$ cat config.mk
export PLATFORM = sky130hd
export DESIGN_NAME = chan_dev_flat
export DESIGN_NICKNAME = d
export VERILOG_FILES = /design/src/include/chan_pkg.sv /design/src/include/chan_if.sv /design/src/verilog/chan_dev.sv /design/src/flat_wrapper.sv
export SDC_FILE = /design/constraint.sdc
export NUM_CORES = 1
export LEC_CHECK = 0
export BUFFER_PORTS_ARGS = -buffer_cell sky130_fd_sc_hd__buf_4
export CAP_MARGIN = 25
export CORE_ASPECT_RATIO = 1.75
export CORE_MARGIN = 10
export CORE_UTILIZATION = 58
export DETAILED_ROUTE_END_ITERATION = 16
export PLACE_DENSITY = 0.87
export SYNTH_ARGS = -nofsm -noshare
export SYNTH_HDL_FRONTEND = slang
export SYNTH_SLANG_ARGS = --single-unit
$ cat constraint.sdc
create_clock -name clk -period 9.3 [get_ports clk]
set_clock_uncertainty 0.1 [all_clocks]
set_input_delay 0.465 -clock clk [delete_from_list [all_inputs] [get_ports clk]]
set_output_delay 0.465 -clock clk [all_outputs]
set_load 0.05 [all_outputs]
$ cat src/include/chan_pkg.sv
package chan_pkg;

  // Register offsets on the parallel register port
  localparam logic [7:0] OFS_CMD  = 8'h01;
  localparam logic [7:0] OFS_SRE  = 8'h02;
  localparam logic [7:0] OFS_CHAN = 8'h64;

  // Service request enable field positions
  localparam int unsigned SRE_DSR  = 7;
  localparam int unsigned SRE_CD   = 6;
  localparam int unsigned SRE_CTS  = 5;
  localparam int unsigned SRE_RXD  = 4;
  localparam int unsigned SRE_SPEC = 3;
  localparam int unsigned SRE_TXR  = 2;
  localparam int unsigned SRE_TXE  = 1;
  localparam int unsigned SRE_IDLE_TO = 0;

  // Channel command field positions
  localparam int unsigned CMD_RESET_BIT = 7;
  localparam int unsigned CMD_OPT_BIT   = 6;
  localparam int unsigned CMD_SEND_BIT  = 5;
  localparam int unsigned CMD_CTL_BIT   = 4;
  localparam int unsigned RESET_TYPE_BIT = 0;

  // Values after reset
  localparam logic [7:0] SRE_RESET = 8'h00;
  localparam logic [7:0] CMD_RESET = 8'h00;
  localparam logic [7:0] CMD_IDLE  = 8'h00;

  // Receive idle time-out, time and derived cycle count
  localparam int unsigned CLK_PERIOD_NS     = 8;
  localparam int unsigned RX_IDLE_TIMEOUT_NS = 1000;
  localparam int unsigned RX_IDLE_CYCLES =
    (RX_IDLE_TIMEOUT_NS + CLK_PERIOD_NS - 1) / CLK_PERIOD_NS;

  // Decoded command kind
  typedef enum logic [2:0] {
    CMD_NONE    = 3'b000,
    CMD_RST     = 3'b001,
    CMD_OPTION  = 3'b010,
    CMD_SEND    = 3'b011,
    CMD_CONTROL = 3'b100
  } cmd_kind_e;

  // Host user-side operation codes
  typedef enum logic [1:0] {
    OP_WRITE = 2'b00,
    OP_READ  = 2'b01,
    OP_CMD   = 2'b10
  } host_op_e;

endpackage : chan_pkg

$ cat src/include/chan_if.sv
`timescale 1ns/1ps
`default_nettype none
interface chan_if #(parameter int unsigned NCH = 8);
  logic [7:0]     addr;
  logic [7:0]     wdata;
  logic           wr;
  logic           rd;
  logic [7:0]     rdata;
  logic           rvalid;
  logic [NCH-1:0] modem_req;
  logic [NCH-1:0] rx_req;
  logic [NCH-1:0] rx_exc_req;
  logic [NCH-1:0] tx_req;
  logic [NCH-1:0] txe_req;
  logic [NCH-1:0] ack_modem;
  logic [NCH-1:0] ack_rx;
  logic [NCH-1:0] ack_exc;

  modport dev (input addr, wdata, wr, rd, ack_modem, ack_rx, ack_exc,
               output rdata, rvalid, modem_req, rx_req, rx_exc_req, tx_req, txe_req);
  modport host (output addr, wdata, wr, rd, ack_modem, ack_rx, ack_exc,
                input rdata, rvalid, modem_req, rx_req, rx_exc_req, tx_req, txe_req);
endinterface : chan_if
`default_nettype wire

$ cat src/verilog/chan_dev.sv
// Summary of operation
// - Each enable bit gates its own request cause
// - Bit 7 enables data-set-ready change requests
// - Bit 6 enables carrier-detect change requests
// - Bit 5 enables clear-to-send change requests
// - Bit 4 enables receive data and error exceptions
// - Bit 3 enables special-character match exceptions
// - Without bit 3, exceptions only errors, time-outs
// - Transparency strips flow characters, no exception
// - Bit 2 requests when transmit FIFO empty
// - Enabling bit 2 on empty FIFO requests immediately
// - Host toggles bit 2 to regulate transmit
// - Bit 1 requests when all transmit stages empty
// - Bit 0 raises exception after idle time-out
// - Host sets one command bit per write
// - Bits 7..4 select reset, option, send, control
// - Qualifier bits interpreted per selected command
// - Command register clears when command completes
// - Completion latency is variable and unbounded
// - Host waits for zero before next command
// - Host waits after loopback change before sending
// - Channel access register selects per-channel copy
// - Reset qualifier selects channel or global reset
`timescale 1ns/1ps
`default_nettype none
module chan_dev #(
  parameter int unsigned NCH         = 8,
  parameter int unsigned IDLE_CYCLES = chan_pkg::RX_IDLE_CYCLES
) (
  input  wire logic                     clk,
  input  wire logic                     sys_rst,
  chan_if.dev                           bus,
  input  wire logic [NCH-1:0]           dsr_chg,
  input  wire logic [NCH-1:0]           cd_chg,
  input  wire logic [NCH-1:0]           cts_chg,
  input  wire logic [NCH-1:0]           rx_valid,
  input  wire logic [NCH-1:0]           rx_err,
  input  wire logic [NCH-1:0][7:0]      rx_char,
  input  wire logic [3:0][7:0]          spec_char,
  input  wire logic [NCH-1:0]           flow_transparent,
  input  wire logic [NCH-1:0]           tx_fifo_empty,
  input  wire logic [NCH-1:0]           tx_line_idle,
  input  wire logic                     cmd_done,
  input  wire logic [$clog2(NCH)-1:0]   cmd_done_chan,
  output logic                          cmd_valid,
  output logic [$clog2(NCH)-1:0]        cmd_chan,
  output chan_pkg::cmd_kind_e           cmd_kind,
  output logic [3:0]                    cmd_qual,
  output logic [NCH-1:0]                chan_flush,
  output logic                          global_reset,
  output logic [NCH-1:0]                rx_keep
);

  localparam int unsigned CW = $clog2(NCH);
  localparam int unsigned TW = $clog2(IDLE_CYCLES + 1);
  localparam logic [TW-1:0] TMR_LAST = TW'(IDLE_CYCLES - 1);

  typedef struct packed {
    logic [CW-1:0]           chan;
    logic [NCH-1:0][7:0]     en;
    logic [NCH-1:0][7:0]     cmd;
    logic [NCH-1:0]          modem_p;
    logic [NCH-1:0]          rx_p;
    logic [NCH-1:0]          exc_p;
    logic [NCH-1:0]          txr;
    logic [NCH-1:0]          txe;
    logic [NCH-1:0]          tmr_on;
    logic [NCH-1:0][TW-1:0]  tmr;
    logic [7:0]              rdata;
    logic                    rvalid;
    logic                    cmd_valid;
    logic [CW-1:0]           cmd_chan;
    chan_pkg::cmd_kind_e     kind;
    logic [3:0]              qual;
    logic [NCH-1:0]          flush;
    logic                    greset;
    logic [NCH-1:0]          keep;
  } dev_state_s;

  dev_state_s q;
  dev_state_s d;

  // Per-channel requests, timers and register port
  always_comb begin
    logic       sc;
    logic       strip;
    logic       fire;
    logic [7:0] w;
    sc    = 1'b0;
    strip = 1'b0;
    fire  = 1'b0;
    w     = bus.wdata;
    d           = q;
    d.rvalid    = 1'b0;
    d.cmd_valid = 1'b0;
    d.flush     = '0;
    d.greset    = 1'b0;
    for (int i = 0; i < NCH; i++) begin
      sc = 1'b0;
      for (int k = 0; k < 4; k++) begin
        if (rx_char[i] == spec_char[k]) sc = 1'b1;
      end
      strip = flow_transparent[i] &&
              (rx_char[i] == spec_char[0] || rx_char[i] == spec_char[1]);
      d.keep[i] = rx_valid[i] && !strip;
      // Idle timer starts at each completed transfer, stops on new data
      fire = 1'b0;
      if (rx_valid[i]) begin
        d.tmr_on[i] = 1'b0;
      end else if (bus.ack_rx[i]) begin
        d.tmr_on[i] = 1'b1;
        d.tmr[i]    = '0;
      end else if (q.tmr_on[i]) begin
        if (q.tmr[i] == TMR_LAST) begin
          d.tmr_on[i] = 1'b0;
          fire        = q.en[i][chan_pkg::SRE_IDLE_TO];
        end else begin
          d.tmr[i] = q.tmr[i] + TW'(1);
        end
      end
      // Sticky requests: host ack clears, a new event wins
      if (bus.ack_modem[i]) d.modem_p[i] = 1'b0;
      if ((dsr_chg[i] && q.en[i][chan_pkg::SRE_DSR]) ||
          (cd_chg[i]  && q.en[i][chan_pkg::SRE_CD])  ||
          (cts_chg[i] && q.en[i][chan_pkg::SRE_CTS]))
        d.modem_p[i] = 1'b1;
      if (bus.ack_rx[i]) d.rx_p[i] = 1'b0;
      if (rx_valid[i] && !rx_err[i] && !strip && q.en[i][chan_pkg::SRE_RXD])
        d.rx_p[i] = 1'b1;
      if (bus.ack_exc[i]) d.exc_p[i] = 1'b0;
      if ((rx_valid[i] && rx_err[i] && q.en[i][chan_pkg::SRE_RXD]) ||
          (rx_valid[i] && sc && !strip && q.en[i][chan_pkg::SRE_SPEC]) ||
          fire)
        d.exc_p[i] = 1'b1;
      // Level requests follow enable at once, so enabling on empty requests
      d.txr[i] = q.en[i][chan_pkg::SRE_TXR] && tx_fifo_empty[i];
      d.txe[i] = q.en[i][chan_pkg::SRE_TXE] && tx_fifo_empty[i] && tx_line_idle[i];
    end
    // Register writes through the channel access pointer
    if (bus.wr) begin
      unique case (bus.addr)
        chan_pkg::OFS_CHAN: d.chan = w[CW-1:0];
        chan_pkg::OFS_SRE:  d.en[q.chan] = w;
        chan_pkg::OFS_CMD: begin
          if (q.cmd[q.chan] == chan_pkg::CMD_IDLE && w[7:4] != 4'h0) begin
            d.cmd[q.chan] = w;
            d.cmd_valid   = 1'b1;
            d.cmd_chan    = q.chan;
            d.qual        = w[3:0];
            if (w[chan_pkg::CMD_RESET_BIT]) begin
              d.kind = chan_pkg::CMD_RST;
              if (w[chan_pkg::RESET_TYPE_BIT]) d.greset = 1'b1;
              else d.flush[q.chan] = 1'b1;
            end else if (w[chan_pkg::CMD_OPT_BIT]) begin
              d.kind = chan_pkg::CMD_OPTION;
            end else if (w[chan_pkg::CMD_SEND_BIT]) begin
              d.kind = chan_pkg::CMD_SEND;
            end else begin
              d.kind = chan_pkg::CMD_CONTROL;
            end
          end
        end
        default: ;
      endcase
    end
    // Register reads, answered one cycle later
    if (bus.rd) begin
      d.rvalid = 1'b1;
      unique case (bus.addr)
        chan_pkg::OFS_CHAN: d.rdata = 8'(q.chan);
        chan_pkg::OFS_SRE:  d.rdata = q.en[q.chan];
        chan_pkg::OFS_CMD:  d.rdata = q.cmd[q.chan];
        default:            d.rdata = 8'h00;
      endcase
    end
    // Completion from the internal processor, at any latency
    if (cmd_done) begin
      d.cmd[cmd_done_chan] = chan_pkg::CMD_IDLE;
      if (q.cmd[cmd_done_chan][chan_pkg::CMD_RESET_BIT] &&
          q.cmd[cmd_done_chan][chan_pkg::RESET_TYPE_BIT]) begin
        d.en      = '0;
        d.cmd     = '0;
        d.chan    = '0;
        d.modem_p = '0;
        d.rx_p    = '0;
        d.exc_p   = '0;
        d.tmr_on  = '0;
      end
    end
  end

  // State register
  always_ff @(posedge clk or posedge sys_rst) begin
    if (sys_rst) begin
      q <= '0;
    end else begin
      q <= d;
    end
  end

  assign bus.rdata      = q.rdata;
  assign bus.rvalid     = q.rvalid;
  assign bus.modem_req  = q.modem_p;
  assign bus.rx_req     = q.rx_p;
  assign bus.rx_exc_req = q.exc_p;
  assign bus.tx_req     = q.txr;
  assign bus.txe_req    = q.txe;
  assign cmd_valid      = q.cmd_valid;
  assign cmd_chan       = q.cmd_chan;
  assign cmd_kind       = q.kind;
  assign cmd_qual       = q.qual;
  assign chan_flush     = q.flush;
  assign global_reset   = q.greset;
  assign rx_keep        = q.keep;

endmodule : chan_dev
`default_nettype wire

$ cat src/flat_wrapper.sv
// flat-port wrapper written by rule: the top's interface ports become plain ports
module chan_dev_flat 
#(
  parameter int unsigned NCH         = 8,
  parameter int unsigned IDLE_CYCLES = chan_pkg::RX_IDLE_CYCLES
)
  (clk, sys_rst, dsr_chg, cd_chg, cts_chg, rx_valid, rx_err, rx_char, spec_char, flow_transparent, tx_fifo_empty, tx_line_idle, cmd_done, cmd_done_chan, cmd_valid, cmd_chan, cmd_kind, cmd_qual, chan_flush, global_reset, rx_keep, bus_addr, bus_wdata, bus_wr, bus_rd, bus_ack_modem, bus_ack_rx, bus_ack_exc, bus_rdata, bus_rvalid, bus_modem_req, bus_rx_req, bus_rx_exc_req, bus_tx_req, bus_txe_req);
  chan_if #(.NCH(NCH)) bus_i ();
  input  wire logic clk;
  input  wire logic sys_rst;
  input  wire logic [NCH-1:0] dsr_chg;
  input  wire logic [NCH-1:0] cd_chg;
  input  wire logic [NCH-1:0] cts_chg;
  input  wire logic [NCH-1:0] rx_valid;
  input  wire logic [NCH-1:0] rx_err;
  input  wire logic [NCH-1:0][7:0] rx_char;
  input  wire logic [3:0][7:0] spec_char;
  input  wire logic [NCH-1:0] flow_transparent;
  input  wire logic [NCH-1:0] tx_fifo_empty;
  input  wire logic [NCH-1:0] tx_line_idle;
  input  wire logic cmd_done;
  input  wire logic [$clog2(NCH)-1:0] cmd_done_chan;
  output logic cmd_valid;
  output logic [$clog2(NCH)-1:0] cmd_chan;
  output chan_pkg::cmd_kind_e cmd_kind;
  output logic [3:0] cmd_qual;
  output logic [NCH-1:0] chan_flush;
  output logic global_reset;
  output logic [NCH-1:0] rx_keep;
  input wire logic [$bits(bus_i.addr)-1:0] bus_addr;
  input wire logic [$bits(bus_i.wdata)-1:0] bus_wdata;
  input wire logic [$bits(bus_i.wr)-1:0] bus_wr;
  input wire logic [$bits(bus_i.rd)-1:0] bus_rd;
  input wire logic [$bits(bus_i.ack_modem)-1:0] bus_ack_modem;
  input wire logic [$bits(bus_i.ack_rx)-1:0] bus_ack_rx;
  input wire logic [$bits(bus_i.ack_exc)-1:0] bus_ack_exc;
  output wire logic [$bits(bus_i.rdata)-1:0] bus_rdata;
  output wire logic [$bits(bus_i.rvalid)-1:0] bus_rvalid;
  output wire logic [$bits(bus_i.modem_req)-1:0] bus_modem_req;
  output wire logic [$bits(bus_i.rx_req)-1:0] bus_rx_req;
  output wire logic [$bits(bus_i.rx_exc_req)-1:0] bus_rx_exc_req;
  output wire logic [$bits(bus_i.tx_req)-1:0] bus_tx_req;
  output wire logic [$bits(bus_i.txe_req)-1:0] bus_txe_req;
  assign bus_i.addr = bus_addr;
  assign bus_i.wdata = bus_wdata;
  assign bus_i.wr = bus_wr;
  assign bus_i.rd = bus_rd;
  assign bus_i.ack_modem = bus_ack_modem;
  assign bus_i.ack_rx = bus_ack_rx;
  assign bus_i.ack_exc = bus_ack_exc;
  assign bus_rdata = bus_i.rdata;
  assign bus_rvalid = bus_i.rvalid;
  assign bus_modem_req = bus_i.modem_req;
  assign bus_rx_req = bus_i.rx_req;
  assign bus_rx_exc_req = bus_i.rx_exc_req;
  assign bus_tx_req = bus_i.tx_req;
  assign bus_txe_req = bus_i.txe_req;
  chan_dev #(.NCH(NCH), .IDLE_CYCLES(IDLE_CYCLES)) u_core (.clk(clk), .sys_rst(sys_rst), .bus(bus_i), .dsr_chg(dsr_chg), .cd_chg(cd_chg), .cts_chg(cts_chg), .rx_valid(rx_valid), .rx_err(rx_err), .rx_char(rx_char), .spec_char(spec_char), .flow_transparent(flow_transparent), .tx_fifo_empty(tx_fifo_empty), .tx_line_idle(tx_line_idle), .cmd_done(cmd_done), .cmd_done_chan(cmd_done_chan), .cmd_valid(cmd_valid), .cmd_chan(cmd_chan), .cmd_kind(cmd_kind), .cmd_qual(cmd_qual), .chan_flush(chan_flush), .global_reset(global_reset), .rx_keep(rx_keep));
endmodule
==> results of run 1 <==
==> routing by layer <==
| layer | global-route usage, % | up-vias |
|---|---|---|
| met4 | 26.1 | 0 |
| met1 | 31.8 | 7282 |
| met2 | 56.4 | 931 |
| met3 | 7.34 | 301 |
| met5 | 0 | - |
| li1 | - | 6634 |
==> cell families after synthesis <==
family                   after synthesis  synth area share (%)
AO/OA/AOI/OAI                        378                  13.9
XOR/XNOR                             269                  13.8
adder cells (fa/ha/maj)               16                  1.17
buffers and inverters                329                  9.22
flip-flops                           272                  39.8
multiplexers                          71                  5.35
AND/OR/NAND/NOR                      569                  16.8
==> per-stage QoR <==
step | hold WS, ns | power, mW
4_1_cts | 0.0337 | 2.86
5_1_grt | 0.0400 | 2.96
6_report | 0.0137 | 2.86
3_3_place_gp | 0.365 | 1.81
2_1_floorplan | 0.348 | 1.65
3_5_place_dp | 0.376 | 1.83
==> sequential cells by signal, indices dropped and copies added, names as in the netlist <==
signal and count:
u_core.cmd_qual 4, u_core.bus.tx_req 8, u_core.chan_flush 8, u_core.bus.modem_req 8
u_core.bus.rdata 8, u_core.q 195, u_core.cmd_kind 3, u_core.bus.txe_req 8
u_core.cmd_chan 3, u_core.rx_keep 8, u_core.global_reset 1, u_core.bus.rx_req 8
u_core.bus.rvalid 1, u_core.bus.rx_exc_req 8, u_core.cmd_valid 1
==> power by group through the flow <==
stage | sequential, mW | combinational [mW] | clock (mW)
2_1_floorplan | 1.31 | 0.346 | 0
3_3_place_gp | 1.32 | 0.484 | 0
3_5_place_dp | 1.33 | 0.498 | 0
4_1_cts | 1.30 | 0.500 | 1.05
5_1_grt | 1.31 | 0.549 | 1.09
6_report | 1.31 | 0.504 | 1.05
==> synthesized netlist by cell type (5+ instances only) <==
master    instances  area, sq um
nor2_1           94          353
a32oi_1          15          131
mux2i_1          45          450
xnor2_1         261         2290
a31oi_1          11         68.8
buf_6             5         56.3
and4_1            6         52.6
mux4_2           10          225
nand2_1         132          495
or3_1            17          106
inv_1            68          255
nor3_1           50          250
a21boi_0          8         60.1
o21ba_2          16          160
a21oi_1          90          450
xor2_1            8         70.1
buf_1            52          195
a22oi_1          21          158
dfrtp_1         272         6810
and3_1           22          138
buf_4            77          578
clkbuf_1        113          424
a31o_2            6         52.6
nand2b_1         11         68.8
and2_1           11         68.8
nand3_1         121          606
mux2_2           12          135
o211ai_1          8         60.1
buf_2            13         65.1
nor2b_1          10         62.6
a21o_1           13         97.6
ha_1             16          200
a221oi_1          8         70.1
nand4_1          76          475
o21ai_0         134          671
o22ai_1          20          125
==> worst max path at each step <==
stage                             start                      end  slack (ns)  depth (start not counted)
after detailed placement  u_core.q[271]     u_core.chan_flush[3]        5.10                          8
final                     u_core.q[271]     u_core.chan_flush[3]        5.50                          8
after CTS                 u_core.q[271]     u_core.chan_flush[3]        5.06                          8
after global routing      u_core.q[271]     u_core.chan_flush[3]        5.31                          8
after floorplan                 sys_rst  u_core.bus.modem_req[0]        1.24                          1
after global placement    u_core.q[271]     u_core.chan_flush[3]        5.21                          8
==> area by class of cell <==
cell class                 instances  area [sq um]
clock inverter                     9          78.8
sequential                       272          6810
timing repair buffer             298          2270
clock buffer                      37           741
tap                              382           478
antenna                            1          2.50
multi-input combinational       1303          8740
inverter                          69           267
fill                            2399          9910
==> flow_metrics.tcl, run 1 <==
set metrics [dict create \
    grtUsageTotal_pct 32.2 \
    r2r-end "u_core.chan_flush[3]" \
    area_growth_pct 13.2 \
    clock_sinks 272 \
    path_delay_family "simple AND/OR/NAND/NOR gates" \
    crit_chain "buf_4 > mux4_1 > mux2_2 > a2111oi_4 > nand4_4 > inv_2 > nand3_2 > nor3_1" \
    fin_ws_ns 5.50 \
    r2r_cells 8 \
    synth-seq-cells 272 \
    most-common-layout-cells "buf_4 (295), dfrtp_1 (271), xnor2_1 (261), o21ai_0 (134), nand2_1 (132)" \
    internal-power_mw 2.03 \
    ys_seq_area_share_pct 39.8 \
    vias 15100 \
    fp.dieArea_sq_um 37000 \
    coreArea_sq_um 29300 \
    place_inst 2322 \
    antenna_found_initial 1 \
    reg2reg_slack_ns 5.50 \
    instances_no_fill 2371 \
    setup_viol 0 \
    rows 83 \
    synth.cell_area_sq_um 17100 \
    die_y_um 247 \
    fin_nets 2193 \
    critPathMaxFanout 37 \
    drive_gt1_share_pct 20.3 \
    cp_data_required_time_ns 9.65 \
    max_clock_freq_mhz 263 \
    clock_latency_ns 0.56 \
    synth_ff_type "dfrtp_1" \
    postSynthCellCount 1904 \
    htreeDepth 1 \
    crit_buf_inv 2 \
    end_kind "register" \
    outcome "finished clean" \
    rsz0062_at_grt "no" \
    reg2reg_from "u_core.q[271]" \
    gr-total-overflow 0 \
    fin_crit_sh_pct 40.9 \
    relSlewSlack_pct 35.8 \
    tightest_slew_ns 0.956 \
    layout_commonest_cell "buf_4" \
    cts_tree "done" \
    synth.distinct_cells 66 \
    drt_iter0_markers 1171 \
    start_util_pct 58.4 \
    postSynth.asyncResetShare_pct 100 \
    portBuffers 284 \
    ios 285 \
    highest_layer "met4" \
    clockPowerShare_pct 36.6 \
    min_path_type "input pin to async pin" \
    drt-met1-wl_um 19800 \
    path_clk_slew_ns 0.07 \
    post-route-drc-count 0 \
    final_util_pct 66.2 \
    maxSlewViolCount 0 \
    met3_length_um 5190 \
    max_stage_delay_ns 0.79 \
    p_per_area_nw_per_um2 148 \
    final_area_sq_um 19400 \
    met2_length_um 30900 \
    gp_congestion 1.04 \
    avgSynthCellArea_sq_um 8.99 \
    cts_hold_buf 0 \
    synth_nets 2128 \
    preCtsSetupSlack_ns 5.10 \
    drv_cap 0 \
    critPathSlowestCell "dfrtp_2" \
    clock_path_buffers 3 \
    swShare_pct 28.9 \
    p_switching_mw 0.826 \
    setup.worst_path.class "register to register" \
    clockRootBuffer "clkbuf_16" \
    power_frac_comb_pct 17.6 \
    wl_um 61700 \
    arrival_ns 4.15 \
    grt_max_degree 131 \
    synth-edff-count 0 \
    finalSetupTns_ns 0 \
    grt_pass1_vias 15600 \
    hold_viol_final 0 \
    power_leakage_nw 8.21 \
    cts_resized 0 \
    yosysWarningCount 0 \
    wl_per_cell_um 26.0 \
    startpoint_type "register" \
    p_seq_share_pct 45.7 \
    peakVddDrop_uv 120 \
    post_cts_buffers 0 \
    die_w_um 150 \
    grt_pass1_wl_um 90800 \
    hpwl_um 45600 \
    dpl-instance-area_sq_um 18500 \
    dr.pass1.iters 5 \
    routed_via_density 6.39 \
    fin_crit_ns 3.80 \
    drtAntennaViolNets 0 \
    numCtsBuffers 25 \
]
Note: power is estimated with default switching activity, not from simulation.
==> run 2: changes to the inputs <==
--- a/config.mk
+++ b/config.mk
@@ -5,13 +5,14 @@
 export SDC_FILE = /design/constraint.sdc
 export NUM_CORES = 1
 export LEC_CHECK = 0
+export ABC_AREA = 1
 export BUFFER_PORTS_ARGS = -buffer_cell sky130_fd_sc_hd__buf_4
 export CAP_MARGIN = 25
 export CORE_ASPECT_RATIO = 1.75
 export CORE_MARGIN = 10
 export CORE_UTILIZATION = 58
 export DETAILED_ROUTE_END_ITERATION = 16
-export PLACE_DENSITY = 0.87
+export PLACE_DENSITY = 0.86
 export SYNTH_ARGS = -nofsm -noshare
 export SYNTH_HDL_FRONTEND = slang
 export SYNTH_SLANG_ARGS = --single-unit
==> constraint.sdc (replaced) <==
create_clock -name clk -period 3.8 [get_ports clk]
set_clock_uncertainty 0.1 [all_clocks]
set_input_delay 0.19 -clock clk [delete_from_list [all_inputs] [get_ports clk]]
set_output_delay 0.19 -clock clk [all_outputs]
set_load 0.05 [all_outputs]
==> flow_metrics.tcl, run 2 <==
set metrics [dict create \
    outcome "finished clean" \
    crit_chain "inv_4 > nand2_1 > nor2_1 > inv_1 > nor2_1 > nand2_1 > nor3_1" \
    synth.top_cells.by_area "dfrtp_1 (37%), nand2_1 (18%), inv_1 (7.6%), xnor2_1 (6.2%), nand3_1 (5.2%)" \
    hpwl_um 56000 \
    clock_latency_ns 0.58 \
    tightest_slew_ns 1.06 \
    regMostFlops "u_core.q" \
    path_clk_slew_ns 0.07 \
    numCtsBuffers 26 \
    synth_top_area_share_pct 37.2 \
    synth-edff-count 0 \
    place_inst 3190 \
    setup_viol 0 \
    arrival_ns 3.47 \
    fin_crit_ns 3.12 \
    drive_gt1_share_pct 12.4 \
    internal-power_mw 5.24 \
    area_growth_pct 19.3 \
    reg2reg_slack_ns 0.68 \
    cp_data_required_time_ns 4.15 \
    start_util_pct 58.4 \
    path_delay_family "simple AND/OR/NAND/NOR gates" \
    avgSynthCellArea_sq_um 6.78 \
    max_stage_delay_ns 0.84 \
    clockPowerShare_pct 36.9 \
    wl_per_cell_um 23.3 \
    power_frac_comb_pct 22.5 \
    drt_iter0_markers 1902 \
    grt_pass1_wl_um 116000 \
    min_path_type "input pin to register" \
    crit_buf_inv 2 \
    drv_cap 0 \
    most-common-layout-cells "nand2_1 (863), inv_1 (367), buf_4 (291), dfrtp_1 (272), nor2_1 (248)" \
    synth_nets 2920 \
    rsz0062_at_grt "no" \
    startpoint_type "register" \
    postSynthCellCount 2696 \
    met2_usage_pct 65.5 \
    p_switching_mw 2.50 \
    total_power_mw 7.74 \
    drtAntennaViolNets 0 \
    clock_sinks 272 \
    post-route-drc-count 0 \
    htreeDepth 1 \
    cts_tree "done" \
    grt_max_degree 172 \
    critPathSlowestCell "nor2_1" \
    fin_crit_sh_pct 82.0 \
    postSynth.asyncResetShare_pct 100 \
    routed_via_density 5.91 \
    fin_nets 3144 \
    grtUsageTotal_pct 38.2 \
    setup.worst_path.class "register to register" \
    p_seq_share_pct 40.5 \
    rows 86 \
    ios 285 \
    met3_usage_pct 7.89 \
    relSlewSlack_pct 28.9 \
    coreArea_sq_um 31300 \
    gp_congestion 1.08 \
    clock_path_buffers 3 \
    cts_resized 0 \
    synth_ff_type "dfrtp_1" \
    synthTopCellsByCount "nand2_1 (863), inv_1 (368), dfrtp_1 (272)" \
    die_y_um 255 \
    layout_commonest_cell "nand2_1" \
    synth.cell_area_sq_um 18300 \
    largest_reg_flops 195 \
    yosysWarningCount 0 \
    antenna_found_initial 2 \
    max_clock_freq_mhz 321 \
    fillCellCount 2563 \
    fp.dieArea_sq_um 39300 \
    critPathMaxFanout 16 \
    synth-seq-cells 272 \
    portBuffers 284 \
    vias 19700 \
    wl_um 77900 \
    p_per_area_nw_per_um2 355 \
    clockRootBuffer "clkbuf_16" \
    gr-max-usage-layer "met2" \
    ys_seq_area_share_pct 37.2 \
    power_leakage_nw 11.5 \
    end_kind "register" \
    use_met1_pct 38.3 \
    gr-total-overflow 0 \
    hold_viol_final 0 \
    die_w_um 154 \
    hold_ws_ns 0.0648 \
    swShare_pct 32.2 \
    grt_pass1_vias 19800 \
    synth.most_common_cell "nand2_1" \
    synth.distinct_cells 44 \
    synth.largest_area_cell "dfrtp_1" \
    peakVddDrop_uv 394 \
    dr.pass1.iters 8 \
    maxSlewViolCount 0 \
    instances_no_fill 3337 \
]
[run 2: final cells by class]
class / instances / area (sq um) / area share [%]
sequential: 272 / 6810 / 31.2
timing repair buffer: 393 / 3240 / 14.9
clock inverter: 12 / 154 / 0.706
antenna: 1 / 2.50 / 0.0115
tap: 396 / 495 / 2.27
clock buffer: 36 / 758 / 3.48
multi-input combinational: 1851 / 8920 / 40.9
inverter: 376 / 1420 / 6.51
[run 2: metrics by stage]
stage	instance area, sq um	utilization, %	setup slack, ns	TNS (ns)
after floorplan	18300	-	-0.0854	-23.23
after detailed placement	19900	63.6	0.826	0
after CTS	21800	69.6	0.781	0
final	21800	69.6	0.685	0
after global routing	21800	69.6	0.459	0
after global placement	19900	63.6	0.879	0
[run 2: power by group through the flow]
| stage | registers (mW) | logic, mW | clock network, mW |
|---|---|---|---|
| 2_1_floorplan | 3.14 | 1.09 | 0 |
| 3_3_place_gp | 3.17 | 1.56 | 0 |
| 3_5_place_dp | 3.18 | 1.59 | 0 |
| 4_1_cts | 3.12 | 1.68 | 2.82 |
| 5_1_grt | 3.14 | 1.87 | 2.94 |
| 6_report | 3.14 | 1.74 | 2.86 |
[run 2: repair_timing]
action	in CTS	in global routing
buffers inserted	0	0
endpoints found under the hold margin	424	0
hold buffers	97	0
[run 2: worst reg2reg max path, cell delays in order, from the launching register on]
cell	delay (ns)
dfrtp_1	0.53
inv_4	0.18
nand2_1	0.15
nor2_1	0.53
inv_1	0.25
nor2_1	0.84
nand2_1	0.17
nor3_1	0.26
[run 2: per-layer routing]
metal  vias up  wire length [um]
li1       8802                 -
met1      9098             24800
met2      1335             37800
met3       474              6850
met4         2              8340
met5         -                10
[run 2: cell families after synthesis]
| logic type | synth area share (%) |
|---|---|
| buffers and inverters | 14.0 |
| XOR/XNOR | 6.56 |
| AO/OA/AOI/OAI | 9.12 |
| AND/OR/NAND/NOR | 32.0 |
| adder cells (fa/ha/maj) | 1.10 |
| flip-flops | 37.2 |
[run 2: path summary, 6_finish.rpt]
kind,cells past startpoint,endpoint,startpoint
worst min-delay path,4,u_core.q[84],rx_valid[6]
worst min register to register,2,u_core.cmd_qual[0],u_core.cmd_qual[0]
max in group asynchronous,4,u_core.rx_keep[7],sys_rst
min in group asynchronous,4,u_core.q[52],sys_rst
worst max-delay path,7,u_core.chan_flush[2],u_core.q[271]
worst max register to register,7,u_core.chan_flush[2],u_core.q[271]
